`src/shared/flash_spm_pkg.sv`:
```
// Purpose: shared constants for the flash self-program and read-while-write controller
// Assumes: APB with 32-bit data, one aligned word per register
// Notes:   sizes here are defaults only; the module parameters override them
package flash_spm_pkg;

  // register byte offsets
  localparam logic [11:0] CTRL_OFS   = 12'h000;
  localparam logic [11:0] LOCK_OFS   = 12'h004;
  localparam logic [11:0] BOUND_OFS  = 12'h008;
  localparam logic [11:0] TARGET_OFS = 12'h00C;

  // control/status field positions
  localparam int RWW_BUSY_BIT = 0;
  localparam int RWW_CLR_BIT  = 1;
  localparam int OP_BUSY_BIT  = 2;
  localparam int HOLD_BIT     = 3;
  localparam int REFUSED_BIT  = 4;
  localparam int OP_RWW_BIT   = 5;

  // lock field positions: group 0 in [1:0], group 1 in [3:2]
  // within a group bit 0 gates writes, bit 1 gates cross-region reads
  localparam int LOCK_APP_LSB   = 0;
  localparam int LOCK_BOOT_LSB  = 2;
  localparam int LOCK_WR_BIT    = 0;
  localparam int LOCK_RD_BIT    = 1;
  localparam logic [3:0] LOCK_RESET = 4'hF;

  // bound register: boot start in [15:0], no_read_while_write_region start in [31:16]
  localparam int BOUND_NO_READ_WHILE_WRITE_REGION_LSB = 16;

  // default geometry, in words
  localparam int FLASH_ADDR_W   = 14;
  localparam int NO_READ_WHILE_WRITE_REGION_WORDS     = 2048;
  localparam int BOOT_MIN_WORDS = 256;
  localparam int PAGE_WORDS     = 64;

  typedef enum logic [1:0] {
    OP_ERASE   = 2'h0,
    OP_WRITE   = 2'h1,
    OP_LOCKSET = 2'h2
  } spm_op_t;

  typedef enum logic [1:0] {
    ST_IDLE  = 2'h0,
    ST_START = 2'h1,
    ST_WAIT  = 2'h3
  } seq_state_t;

endpackage

```
`src/rtl/flash_self_program_rww_control.sv`:
```
// Purpose: flash self-program sequencer with boot/application split and read-while-write control
// Assumes: core inputs synchronous to clk; flash array answers each start with one done pulse
// Notes on behaviour
// - flash splits into application and boot regions at a fuse-set boundary.
// - store-to-program-memory fetched from application region is ignored.
// - only store executed from boot region starts programming, any target.
// - application region protection comes from lock group 0.
// - boot region protection comes from lock group 1, independent of group 0.
// - fixed read-while-write and no-read-while-write regions, independent of fuses.
// - reads from no-read-while-write region continue during read-while-write programming.
// - programming a no-read-while-write page halts the core for the whole operation.
// - read-while-write region never returns valid code during self-programming.
// - whole boot region lies inside no-read-while-write region.
// - busy flag reads one while read-while-write reads are blocked.
// - boot code may erase or rewrite the boot region itself.
// - pages matter only for programming; plain reads ignore page boundaries.
// - target address is captured at operation start; pointer is then free.
// - lock bits programmed by software or programmer, cleared only by chip erase or reset.
//
// Implementation choices: the APB interface to the registers and the register offsets.
`timescale 1ns/100ps
module flash_self_program_rww_control #(
  parameter int ADDR_W     = flash_spm_pkg::FLASH_ADDR_W,
  parameter int NO_READ_WHILE_WRITE_REGION_SIZE  = flash_spm_pkg::NO_READ_WHILE_WRITE_REGION_WORDS,
  parameter int BOOT_MIN   = flash_spm_pkg::BOOT_MIN_WORDS,
  parameter int PAGE_SIZE  = flash_spm_pkg::PAGE_WORDS
) (
  input  wire logic              clk,
  input  wire logic              reset,
  // apb slave
  input  wire logic [11:0]       paddr,
  input  wire logic              psel,
  input  wire logic              penable,
  input  wire logic              pwrite,
  input  wire logic [31:0]       pwdata,
  output logic      [31:0]       prdata,
  output logic                   pready,
  output logic                   pslverr,
  // configuration fuses and external programmer
  input  wire logic [1:0]        bootSizeFuses,
  input  wire logic              progLockWe,
  input  wire logic [3:0]        progLockData,
  input  wire logic              chipErase,
  // core store requests
  input  wire logic              storeReq,
  input  wire logic [ADDR_W-1:0] storePc,
  input  wire logic [ADDR_W-1:0] storeTarget,
  input  wire logic [1:0]        storeOp,
  input  wire logic [3:0]        storeLockData,
  output logic                   storeAccept,
  output logic                   coreHold,
  // core reads (fetch and table reads)
  input  wire logic              readReq,
  input  wire logic [ADDR_W-1:0] readAddr,
  input  wire logic [ADDR_W-1:0] readPc,
  output logic                   readGrant,
  output logic                   readBlocked,
  // flash array
  output logic                   flashStart,
  output logic      [1:0]        flashOp,
  output logic      [ADDR_W-1:0] flashAddr,
  input  wire logic              flashDone
);

  localparam int FULL_W = ADDR_W + 1;
  localparam logic [FULL_W-1:0] FLASH_END  = FULL_W'(1 << ADDR_W);
  localparam logic [ADDR_W-1:0] NO_READ_WHILE_WRITE_REGION_START = ADDR_W'((1 << ADDR_W) - NO_READ_WHILE_WRITE_REGION_SIZE);
  localparam logic [ADDR_W-1:0] PAGE_MASK  = ~ADDR_W'(PAGE_SIZE - 1);

  flash_spm_pkg::seq_state_t state_ff;
  flash_spm_pkg::seq_state_t nxt_state;

  logic [3:0]        lock_ff;
  logic              rwwBusy_ff;
  logic              hold_ff;
  logic              refused_ff;
  logic              opRww_ff;
  logic [ADDR_W-1:0] target_ff;
  logic [1:0]        op_ff;
  logic [ADDR_W-1:0] bootStart;
  logic              opBusy;
  logic              storeFromBoot;
  logic              storeLockOk;
  logic              storeStart;
  logic              storeRefused;
  logic              storeIsLock;
  logic              apbWrite;
  logic              apbRead;
  logic              addrHit;
  logic              swClearBusy;
  logic [31:0]       nxt_prdata;
  logic [1:0]        storeGroup;
  logic [1:0]        readGroup;
  logic              opLaunch;
  logic              nrwwLaunch;
  logic              readCross;
  logic              ctrlWrite;
  logic              lockWrite;
  logic [3:0]        nxt_lock;

  // boot region size doubles per fuse step below 2'b11
  function automatic logic [ADDR_W-1:0] boot_start(input logic [1:0] fuses);
    logic [FULL_W-1:0] size;
    logic [FULL_W-1:0] start;
    size  = FULL_W'(BOOT_MIN) << (2'h3 - fuses);
    start = FLASH_END - size;
    // never let the boot region leak below the fixed no-read-while-write start
    if (start < {1'b0, NO_READ_WHILE_WRITE_REGION_START}) begin
      start = {1'b0, NO_READ_WHILE_WRITE_REGION_START};
    end
    return start[ADDR_W-1:0];
  endfunction

  function automatic logic in_boot(input logic [ADDR_W-1:0] a, input logic [ADDR_W-1:0] bs);
    return a >= bs;
  endfunction

  function automatic logic in_rww(input logic [ADDR_W-1:0] a);
    return a < NO_READ_WHILE_WRITE_REGION_START;
  endfunction

  // lock group for the region that holds an address
  function automatic logic [1:0] lock_group(input logic [ADDR_W-1:0] a, input logic [ADDR_W-1:0] bs,
                                            input logic [3:0] lk);
    if (in_boot(a, bs)) begin
      return lk[flash_spm_pkg::LOCK_BOOT_LSB +: 2];
    end
    return lk[flash_spm_pkg::LOCK_APP_LSB +: 2];
  endfunction

  assign bootStart = boot_start(bootSizeFuses);

  // store decode

  assign opBusy        = (state_ff != flash_spm_pkg::ST_IDLE);
  assign storeFromBoot = in_boot(storePc, bootStart);
  assign storeIsLock   = (storeOp == flash_spm_pkg::OP_LOCKSET);
  assign storeGroup    = lock_group(storeTarget, bootStart, lock_ff);
  // boot code may target the boot region too; only its own lock group can stop it
  assign storeLockOk   = storeIsLock | storeGroup[flash_spm_pkg::LOCK_WR_BIT];
  assign storeStart    = storeReq & storeFromBoot & ~opBusy & storeLockOk &
                         (storeOp != 2'h3);
  assign storeRefused  = storeReq & ~storeStart;
  assign storeAccept   = storeStart;
  // lock updates never reach the array, so only page operations launch the sequencer
  assign opLaunch      = storeStart & ~storeIsLock;
  // the core stops in the very cycle a store to the region it runs from is taken, a cycle before flashStart
  assign nrwwLaunch    = opLaunch & ~in_rww(storeTarget);

  // the start state keeps flashStart a single-cycle pulse whatever the array does next
  always_comb begin
    nxt_state = state_ff;
    unique case (state_ff)
      flash_spm_pkg::ST_IDLE: begin
        if (opLaunch) begin
          nxt_state = flash_spm_pkg::ST_START;
        end
      end
      flash_spm_pkg::ST_START: begin
        nxt_state = flash_spm_pkg::ST_WAIT;
      end
      flash_spm_pkg::ST_WAIT: begin
        if (flashDone) begin
          nxt_state = flash_spm_pkg::ST_IDLE;
        end
      end
      default: begin
        nxt_state = flash_spm_pkg::ST_IDLE;
      end
    endcase
  end

  always_ff @(posedge clk) begin
    if (reset) begin
      state_ff <= flash_spm_pkg::ST_IDLE;
    end else begin
      state_ff <= nxt_state;
    end
  end

  // operation capture: the pointer is free once the page address is latched
  always_ff @(posedge clk) begin
    if (reset) begin
      target_ff <= '0;
      op_ff     <= flash_spm_pkg::OP_ERASE;
      opRww_ff  <= 1'b0;
    end else if (opLaunch) begin
      target_ff <= storeTarget & PAGE_MASK;
      op_ff     <= storeOp;
      opRww_ff  <= in_rww(storeTarget);
    end
  end

  // flash array command, registered
  always_ff @(posedge clk) begin
    if (reset) begin
      flashStart <= 1'b0;
      flashOp    <= flash_spm_pkg::OP_ERASE;
      flashAddr  <= '0;
    end else begin
      flashStart <= (nxt_state == flash_spm_pkg::ST_START);
      if (nxt_state == flash_spm_pkg::ST_START) begin
        flashOp   <= storeOp;
        flashAddr <= storeTarget & PAGE_MASK;
      end
    end
  end

  // core hold for no-read-while-write pages
  always_ff @(posedge clk) begin
    if (reset) begin
      hold_ff <= 1'b0;
    end else if (nrwwLaunch) begin
      hold_ff <= 1'b1;
    end else if (state_ff == flash_spm_pkg::ST_WAIT && flashDone) begin
      // released by the array alone: page times vary, so no timer could be trusted
      hold_ff <= 1'b0;
    end
  end

  // combinational so the core stalls in the same cycle the store is taken
  assign coreHold = hold_ff | nrwwLaunch;

  // busy flag: set at start of any page operation, cleared by software afterwards
  assign swClearBusy = ctrlWrite & pwdata[flash_spm_pkg::RWW_CLR_BIT] & ~opBusy;

  always_ff @(posedge clk) begin
    if (reset) begin
      rwwBusy_ff <= 1'b0;
    end else if (opLaunch) begin
      // any self-programming blocks that region; set wins over a clear
      rwwBusy_ff <= 1'b1;
    end else if (swClearBusy) begin
      rwwBusy_ff <= 1'b0;
    end
  end

  // refused store, sticky until written one
  always_ff @(posedge clk) begin
    if (reset) begin
      refused_ff <= 1'b0;
    end else if (storeRefused) begin
      refused_ff <= 1'b1;
    end else if (ctrlWrite && pwdata[flash_spm_pkg::REFUSED_BIT]) begin
      refused_ff <= 1'b0;
    end
  end

  // lock bits: programming only drives bits to zero; only chip erase or reset restores ones
  // every source is an AND, so two programmers in one cycle can never raise a bit
  always_comb begin
    nxt_lock = lock_ff;
    if (storeStart && storeIsLock) begin
      nxt_lock = nxt_lock & storeLockData;
    end
    if (progLockWe) begin
      nxt_lock = nxt_lock & progLockData;
    end
    if (lockWrite) begin
      nxt_lock = nxt_lock & pwdata[3:0];
    end
  end

  always_ff @(posedge clk) begin
    if (reset) begin
      lock_ff <= flash_spm_pkg::LOCK_RESET;
    end else if (chipErase) begin
      lock_ff <= flash_spm_pkg::LOCK_RESET;
    end else begin
      lock_ff <= nxt_lock;
    end
  end

  assign readGroup = lock_group(readAddr, bootStart, lock_ff);
  // a read crossing between the two regions is gated by the lock group of the region read
  assign readCross = in_boot(readPc, bootStart) != in_boot(readAddr, bootStart);

  // read path: no page logic here, any word is read alike
  always_comb begin
    readBlocked = 1'b0;
    if (readReq) begin
      if (in_rww(readAddr) && (opBusy || rwwBusy_ff)) begin
        readBlocked = 1'b1;
      end else if (hold_ff) begin
        readBlocked = 1'b1;
      end else if (readCross && !readGroup[flash_spm_pkg::LOCK_RD_BIT]) begin
        readBlocked = 1'b1;
      end
    end
  end

  // reads from the fixed no-read-while-write region keep flowing during read-while-write programming
  assign readGrant = readReq & ~readBlocked;

  // apb slave: zero wait states
  assign apbWrite = psel & penable & pwrite;
  assign apbRead  = psel & ~penable & ~pwrite;
  // register-specific write strobes, shared by the flag and lock logic
  assign ctrlWrite = apbWrite & (paddr == flash_spm_pkg::CTRL_OFS);
  assign lockWrite = apbWrite & (paddr == flash_spm_pkg::LOCK_OFS);
  assign addrHit  = (paddr == flash_spm_pkg::CTRL_OFS) | (paddr == flash_spm_pkg::LOCK_OFS) |
                    (paddr == flash_spm_pkg::BOUND_OFS) | (paddr == flash_spm_pkg::TARGET_OFS);
  assign pready   = 1'b1;
  assign pslverr  = psel & penable & ~addrHit;

  always_comb begin
    nxt_prdata = 32'h0000_0000;
    unique case (paddr)
      flash_spm_pkg::CTRL_OFS: begin
        nxt_prdata[flash_spm_pkg::RWW_BUSY_BIT] = rwwBusy_ff;
        nxt_prdata[flash_spm_pkg::OP_BUSY_BIT]  = opBusy;
        nxt_prdata[flash_spm_pkg::HOLD_BIT]     = hold_ff;
        nxt_prdata[flash_spm_pkg::REFUSED_BIT]  = refused_ff;
        nxt_prdata[flash_spm_pkg::OP_RWW_BIT]   = opRww_ff;
      end
      flash_spm_pkg::LOCK_OFS: begin
        nxt_prdata[3:0] = lock_ff;
      end
      flash_spm_pkg::BOUND_OFS: begin
        nxt_prdata[ADDR_W-1:0] = bootStart;
        nxt_prdata[flash_spm_pkg::BOUND_NO_READ_WHILE_WRITE_REGION_LSB +: ADDR_W] = NO_READ_WHILE_WRITE_REGION_START;
      end
      flash_spm_pkg::TARGET_OFS: begin
        nxt_prdata[ADDR_W-1:0] = target_ff;
        nxt_prdata[ADDR_W +: 2] = op_ff;
      end
      default: begin
        nxt_prdata = 32'h0000_0000;
      end
    endcase
  end

  // read data captured in the setup cycle so it stands through the access phase
  always_ff @(posedge clk) begin
    if (reset) begin
      prdata <= 32'h0000_0000;
    end else if (apbRead) begin
      prdata <= nxt_prdata;
    end
  end

endmodule

```
`config.mk`:
```
export PLATFORM = sky130hd
export DESIGN_NAME = flash_self_program_rww_control
export DESIGN_NICKNAME = d
export VERILOG_FILES = /design/src/shared/flash_spm_pkg.sv /design/src/rtl/flash_self_program_rww_control.sv
export SDC_FILE = /design/constraint.sdc
export NUM_CORES = 1
export LEC_CHECK = 0
export BUFFER_PORTS_ARGS = -buffer_cell sky130_fd_sc_hd__buf_2
export CAP_MARGIN = 10
export CORE_MARGIN = 2
export CORE_UTILIZATION = 38
export DETAILED_ROUTE_END_ITERATION = 7
export PLACE_DENSITY = 0.89
export SYNTH_ARGS = -nofsm -noshare
export SYNTH_HDL_FRONTEND = slang
export SYNTH_SLANG_ARGS = --single-unit
export TNS_END_PERCENT = 1
```
`constraint.sdc`:
```
create_clock -name clk -period 2.4 [get_ports clk]
set_input_delay 0.24 -clock clk [delete_from_list [all_inputs] [get_ports clk]]
set_output_delay 0.24 -clock clk [all_outputs]
set_load 0.05 [all_outputs]
```
# Word level (Yosys, flattened, before mapping)
# Cells that the tools add are included.
# op_classes
n_addsub	2
magnitude_cmp	7
n_eq_ne	9
n_shift	1
n_mux	30
n_bitwise	33
n_reduce_logical	14
# ops
op	count
$ge A14 B14 Y1	4
$lt A14 B14 Y1 const B	2
$mux W14	2
$eq A12 B4 Y1 const B	2
$and A1 B1 Y1	17
$pmux W8 S2	1
$lt A15 B14 Y1 const B	1
$shl A9 B2 Y15 const A	1
$sub A15 B15 Y15 const A	1
$mux W1	14
$and A4 B4 Y4	3
$eq A12 B3 Y1 const B	1
$logic_not A12 Y1	1
$mux W4	3
$pmux W2 S3	2
$mux W2	5
$not A1 Y1	8
$reduce_bool A2 Y1	4
$logic_and A1 B1 Y1	5
$or A1 B1 Y1	5
$eq A2 B1 Y1 const B	2
$eq A2 B2 Y1 const B	2
$pmux W2 S2	1
$pmux W1 S3	1
8 further kinds	8
# totals
regBits	61
input_bits	122

# Logic depth before layout (Yosys ltp)
# logic_depth
depth_word	17
depth_mapped	11
ltp_nobuf	9

# Least setup slack after synthesis
# OpenSTA, ideal clock, no wires.
# synth_path
path_type	input to output
startpoint	input bootSizeFuses[1]
endpoint	output readBlocked
t_arrival_ns	2.626
t_required_ns	2.160
slack_ns	-0.466
stages	10
path_buffers	1
path_cell_list	clkbuf_1 nand2_1 ha_1 inv_1 ha_1 o21ai_0 a21oi_1 o22a_1 or3_1 a31oi_1
# synth_between
elab_chain_len	14
word_cells_on_any_way	16
classes_between	2 x add/sub; 3 x order compare; 1 x eq/ne; 1 x shift; 7 x mux; 2 x reduce/logical
# synth_rtl
element	line_no	text
from (decl)	flash_self_program_rww_control.sv:40	input wire logic [1:0] bootSizeFuses,
$sub A2 B2 Y2 *	flash_self_program_rww_control.sv:105	size = FULL_W'(BOOT_MIN) << (2'h3 - fuses);
$shl A9 B2 Y15 *	flash_self_program_rww_control.sv:105	
$sub A15 B15 Y15 *	flash_self_program_rww_control.sv:106	start = FLASH_END - size;
$lt A15 B14 Y1	flash_self_program_rww_control.sv:108	if (start < {1'b0, NO_READ_WHILE_WRITE_REGION_START}) begin
$mux W14 *	flash_self_program_rww_control.sv:108	
$ge A14 B14 Y1	flash_self_program_rww_control.sv:115	return a >= bs;
$mux W1	flash_self_program_rww_control.sv:125	if (in_boot(a, bs)) begin
$mux W2	flash_self_program_rww_control.sv:128	return lk[flash_spm_pkg::LOCK_APP_LSB +: 2];
$logic_not A1 Y1	flash_self_program_rww_control.sv:286	end else if (readCross && !readGroup[flash_spm_pkg::LOCK_RD_BIT]) begin
$logic_and A1 B1 Y1 *	flash_self_program_rww_control.sv:286	
$mux W1 *	flash_self_program_rww_control.sv:286	
$mux W1 *	flash_self_program_rww_control.sv:284	end else if (hold_ff) begin
$mux W1 *	flash_self_program_rww_control.sv:282	if (in_rww(readAddr) && (opBusy || rwwBusy_ff)) begin
$mux W1 *	flash_self_program_rww_control.sv:281	if (readReq) begin
to (decl)	flash_self_program_rww_control.sv:57	output logic readBlocked,
# Mark *: on every way between the ends. The rest lies on a longest branch, timed or not.

# Worst setup path after layout
# layout_path
startpoint	input bootSizeFuses[0]
endpoint	output coreHold
# layout_between
elab_chain_len	14
word_cells_on_any_way	17
classes_between	2 x add/sub; 3 x order compare; 1 x shift; 3 x mux; 8 x bitwise
# layout_rtl
element	line_no	text
$sub A2 B2 Y2 *	flash_self_program_rww_control.sv:105	
$shl A9 B2 Y15 *	flash_self_program_rww_control.sv:105	
$sub A15 B15 Y15 *	flash_self_program_rww_control.sv:106	
$lt A15 B14 Y1	flash_self_program_rww_control.sv:108	
$mux W14 *	flash_self_program_rww_control.sv:108	
$ge A14 B14 Y1	flash_self_program_rww_control.sv:115	
$mux W1	flash_self_program_rww_control.sv:125	
$mux W1	flash_self_program_rww_control.sv:128	
$or A1 B1 Y1	flash_self_program_rww_control.sv:140	assign storeLockOk = storeIsLock | storeGroup[flash_spm_pkg::LOCK_WR_BIT];
$and A1 B1 Y1 * (2 in series)	flash_self_program_rww_control.sv:141	assign storeStart = storeReq & storeFromBoot & ~opBusy & storeLockOk &
$and A1 B1 Y1 *	flash_self_program_rww_control.sv:146	assign opLaunch = storeStart & ~storeIsLock;
$and A1 B1 Y1 *	flash_self_program_rww_control.sv:148	assign nrwwLaunch = opLaunch & ~in_rww(storeTarget);
$or A1 B1 Y1 *	flash_self_program_rww_control.sv:222	assign coreHold = hold_ff | nrwwLaunch;
to (decl)	flash_self_program_rww_control.sv:51	output logic coreHold,
# Marks and branches as above.

==> flow_results.xml <==
<?xml version="1.0" encoding="UTF-8"?>
<metrics>
  <group name="worst_setup_path">
    <metric name="crit_chain" unit="">buf_8, nand2b_4, ha_4, inv_6, buf_4, ha_1, o21ai_1, a21oi_2, o21a_1, o21ai_1, nand2_2, buf_6</metric>
    <metric name="slowest_delay" unit="ns">0.29</metric>
    <metric name="path_delay_family" unit="">compound AO/OA/AOI/OAI gates</metric>
    <metric name="critPathMaxFanout" unit="">4</metric>
    <metric name="critical_path.endpoint" unit="">coreHold</metric>
    <metric name="arr_time_crit_path" unit="ns">2.13</metric>
    <metric name="worstPathRequired" unit="ns">2.16</metric>
    <metric name="setup.worst_path.start" unit="">bootSizeFuses[0]</metric>
    <metric name="crit_type" unit="">input pin to output pin</metric>
    <metric name="buf_inv_stages_crit_path" unit="">4</metric>
    <metric name="cpMostUsedCell" unit="">o21ai_1</metric>
    <metric name="timing.critical_path.to_type" unit="">output pin</metric>
    <metric name="worst-r2r-cell-count" unit="">7</metric>
    <metric name="ff2ff_setup_slack" unit="ns">0.40</metric>
    <metric name="cp_num_cells" unit="">12</metric>
    <metric name="reg2reg_from" unit="">state_ff[1]$_SDFF_PP0_</metric>
    <metric name="crit-reg2reg-capture" unit="">refused_ff$_SDFFE_PP0P_</metric>
    <metric name="critical-path-slowest-cell" unit="">ha_4</metric>
    <metric name="cp-start-kind" unit="">input pin</metric>
  </group>
  <group name="clocking">
    <metric name="cts_tree" unit="">yes</metric>
    <metric name="cts.sink_count" unit="">48</metric>
    <metric name="clk_pin_slew" unit="ns">0.08</metric>
    <metric name="cts_inserted_buffers" unit="">5</metric>
    <metric name="clock_path_buffers" unit="">2</metric>
    <metric name="htree_num_levels" unit="">2</metric>
    <metric name="post_cts_hold_buffer_count" unit="">0</metric>
    <metric name="ctsRootBufferMaster" unit="">clkbuf_8</metric>
    <metric name="worstSkewPairLatency" unit="ns">0.30</metric>
  </group>
  <group name="cells_and_area">
    <metric name="design.final.nets" unit="">578</metric>
    <metric name="layout-drive-gt1-share" unit="%">36.9</metric>
    <metric name="areaGrowthSynthToFinish" unit="%">39.2</metric>
    <metric name="utilization" unit="%">53.9</metric>
    <metric name="diodes" unit="">0</metric>
  </group>
  <group name="timing">
    <metric name="period_minus_slack" unit="ns">2.37</metric>
    <metric name="timing.final.setup_violations" unit="">0</metric>
    <metric name="rsz_0062_raised_after_global_routing" unit="">yes</metric>
    <metric name="slew_violations" unit="">0</metric>
    <metric name="fin_hold_ws" unit="ns">0.188</metric>
    <metric name="fin_clk_skew" unit="ns">0.00512</metric>
    <metric name="layout_worst_path_cycle_share" unit="%">98.8</metric>
    <metric name="worst_pin_slew" unit="ns">0.568</metric>
    <metric name="finalHoldViolCount" unit="">0</metric>
    <metric name="max_clock_freq" unit="MHz">422</metric>
    <metric name="finalWorstSetupSlack" unit="ns">0.0297</metric>
    <metric name="slew_headroom" unit="%">62.1</metric>
  </group>
  <group name="place">
    <metric name="detailedPlace.worstSlack" unit="ns">-0.259</metric>
    <metric name="detailedPlacementHpwl" unit="µm">5540</metric>
    <metric name="gp_congestion" unit="">0.862</metric>
    <metric name="port-buffer-count" unit="">99</metric>
  </group>
  <group name="routing">
    <metric name="drt_drc_violations_left" unit="">0</metric>
    <metric name="antenna_violating_nets_post_route" unit="">0</metric>
    <metric name="ratio_of_routed_vias_to_standard_cells" unit="">5.19</metric>
    <metric name="average_wire_per_cell_in_the_routed_design" unit="µm">14.2</metric>
    <metric name="drt_first_pass_iters" unit="">4</metric>
    <metric name="routed_wirelength" unit="µm">7350</metric>
    <metric name="detail_route.iter0.violations" unit="">98</metric>
    <metric name="route.vias.total" unit="">2678</metric>
  </group>
  <group name="floorplanning">
    <metric name="initial_core_util" unit="%">38.7</metric>
    <metric name="core-area" unit="mm²">0.00668</metric>
    <metric name="die_w" unit="µm">86.5</metric>
    <metric name="dieHeight" unit="µm">86.5</metric>
    <metric name="io_pins" unit="">177</metric>
    <metric name="die-area" unit="mm²">0.00749</metric>
    <metric name="fp-row-count" unit="">30</metric>
  </group>
  <group name="logic_synthesis">
    <metric name="yosys-top-cells-area" unit="">dfxtp_1, ha_1, buf_4</metric>
    <metric name="post_synth_instance_area" unit="mm²">0.00259</metric>
    <metric name="async_reset_ff_share" unit="%">0</metric>
    <metric name="synth.yosys.seq_area_share" unit="%">37.1</metric>
    <metric name="post_synth_xor_area_fraction" unit="%">0</metric>
    <metric name="synth_commonest_cells" unit="">dfxtp_1, nand2_1, o21ai_0, buf_4, ha_1</metric>
    <metric name="synth_top_area_share" unit="%">37.1</metric>
    <metric name="synth-compound-area-share" unit="%">23.7</metric>
    <metric name="post_synth_cell_types" unit="">44</metric>
    <metric name="ys_warn_count" unit="">0</metric>
    <metric name="synthMostInstantiatedCell" unit="">dfxtp_1</metric>
    <metric name="synthesized_area_fraction_occupied_by_and_or_nand_nor_cells" unit="%">18.0</metric>
    <metric name="synthAdderAreaFrac" unit="%">10.1</metric>
    <metric name="synth_enable_flop_cells" unit="">0</metric>
    <metric name="synth_top_family_by_area" unit="">compound AO/OA/AOI/OAI gates</metric>
    <metric name="yosysTopAreaCell" unit="">dfxtp_1</metric>
    <metric name="yosys-mux-area-fraction" unit="%">0.773</metric>
    <metric name="yosys_register_bits" unit="">48</metric>
    <metric name="avgSynthCellArea" unit="µm²">8.35</metric>
    <metric name="post_synthesis_cells" unit="">310</metric>
    <metric name="synth-main-ff-cell" unit="">dfxtp_1</metric>
  </group>
  <group name="power_and_ir_drop">
    <metric name="seq_power_share" unit="%">44.2</metric>
    <metric name="ir_drop" unit="mV">0.248</metric>
    <metric name="power_frac_clock" unit="%">31.3</metric>
    <metric name="switchingPower" unit="mW">0.570</metric>
    <metric name="share_comb_of_total_power" unit="%">24.5</metric>
    <metric name="power.density" unit="mW/mm²">518</metric>
    <metric name="power.switching_fraction" unit="%">30.5</metric>
    <metric name="leakage" unit="nW">1.69</metric>
    <metric name="power_report.internal_total" unit="mW">1.30</metric>
  </group>
  <group name="global_routing">
    <metric name="antenna_found_initial" unit="">0</metric>
    <metric name="global_route_wire_length_before_repair" unit="µm">11400</metric>
    <metric name="grt_use_total" unit="%">18.9</metric>
    <metric name="grt_max_degree" unit="">31</metric>
    <metric name="gr-total-overflow" unit="">0</metric>
    <metric name="grt_pass1_vias" unit="">2591</metric>
  </group>
  <group name="run">
    <metric name="drv.max_cap_violation_count" unit="">0</metric>
  </group>
  <group name="status">
    <metric name="outcome" unit="">complete, no violations</metric>
  </group>
  <group name="hold_path">
    <metric name="hold_class" unit="">input pin to flip-flop</metric>
  </group>
</metrics>
## worst min-delay path by stage
stage                                 startpoint                      to  depth (start not counted)  slack [ns]
after floorplan                        chipErase   lock_ff[0]$_SDFF_PP1_                          2        0.38
after global placement    prdata[1]$_SDFFE_PP0P_  prdata[1]$_SDFFE_PP0P_                          2        0.44
after detailed placement  prdata[1]$_SDFFE_PP0P_  prdata[1]$_SDFFE_PP0P_                          2        0.44
after CTS                              chipErase   lock_ff[2]$_SDFF_PP1_                          3        0.19
after global routing                   chipErase   lock_ff[1]$_SDFF_PP1_                          3        0.20
final                                  chipErase   lock_ff[2]$_SDFF_PP1_                          3        0.19
## worst reg2reg max path: stages, from the launching register on
cell and delay (ns):
dfxtp_1 0.36, nor2_1 0.22, nand2_1 0.21, a2111o_1 0.47
buf_4 0.15, buf_4 0.13, buf_4 0.15, a41o_1 0.22
## kinds of logic (layout without fill, tap and decap cells)
group                      after synthesis  count (layout)
and+or+nand+nor                         97              97
AOI/OAI and AO/OA                       94              94
DFF                                     48              48
buffers and inverters                   46             146
adders and majority gates               21              21
other                                    2              28
muxes                                    2               2
## layer usage
metal | track usage, % | vias up | wire, µm
li1 | - | 1333 | -
met1 | 23.1 | 1236 | 3150
met2 | 34.6 | 100 | 3650
met3 | 3.52 | 9 | 468
met4 | 3.98 | 0 | 81
met5 | 0 | - | 0
## repair_timing
item	in CTS	in global routing
endpoints found under the hold margin	0	0
pin swaps	11	13
buffers inserted	4	3
setup endpoints to repair	4	8
gates resized for setup	26	18
## sequential cells by signal (all words and copies together) (netlist names), 2 cells and up
name / flops
state_ff: 2
target_ff: 8
flashOp: 2
lock_ff: 4
flashAddr: 8
op_ff: 2
prdata: 17
## area by class of cell
type | instances | area [µm²]
Sequential cell | 48 | 961
Inverter | 10 | 42.5
Fill cell | 618 | 3080
Timing Repair Buffer | 128 | 762
Tap cell | 80 | 100
Clock inverter | 3 | 47.5
Multi-Input combinational cell | 242 | 1620
Clock buffer | 5 | 68.8
## layout by cell type (no fill, tap or decap), drive strengths merged, types with 2 or more instances in the layout
master   netlist  final
a21o           2      2
a21oi         18     18
a221oi         2      2
a22oi          8      8
a31oi          2      2
a41o           2      2
and3           5      5
buf           24    127
clkbuf        12      6
clkinv         1      3
conb           2     28
dfxtp         48     48
ha            21     21
inv            9      9
mux2i          2      2
nand2         39     39
nand3         10     10
nor2          20     20
nor3           9      9
nor3b          2      2
nor4           2      2
o2111ai        9      9
o211ai         2      2
o21a           3      3
o21ai         32     32
o31ai          5      5
or3            4      4
or3b           2      2
## through the flow
step                      cells  area (µm²)  total power [mW]  TNS [ns]
after global routing        516        3600              1.96   -0.0775
after global placement      501        3250              1.22     -5.08
after CTS                   513        3500              1.85         0
after detailed placement    501        3250              1.23     -6.13
after floorplan             336        2710              1.12   -0.0536
final                       516        3600              1.87         0
## power by group through the flow
stage	logic [mW]	registers, mW	clock network [mW]
2_1_floorplan	0.257	0.859	0
6_report	0.457	0.826	0.585
4_1_cts	0.423	0.826	0.599
3_5_place_dp	0.388	0.844	0
5_1_grt	0.495	0.829	0.635
3_3_place_gp	0.377	0.844	0
No activity file was read; power rests on OpenSTA's default activity.
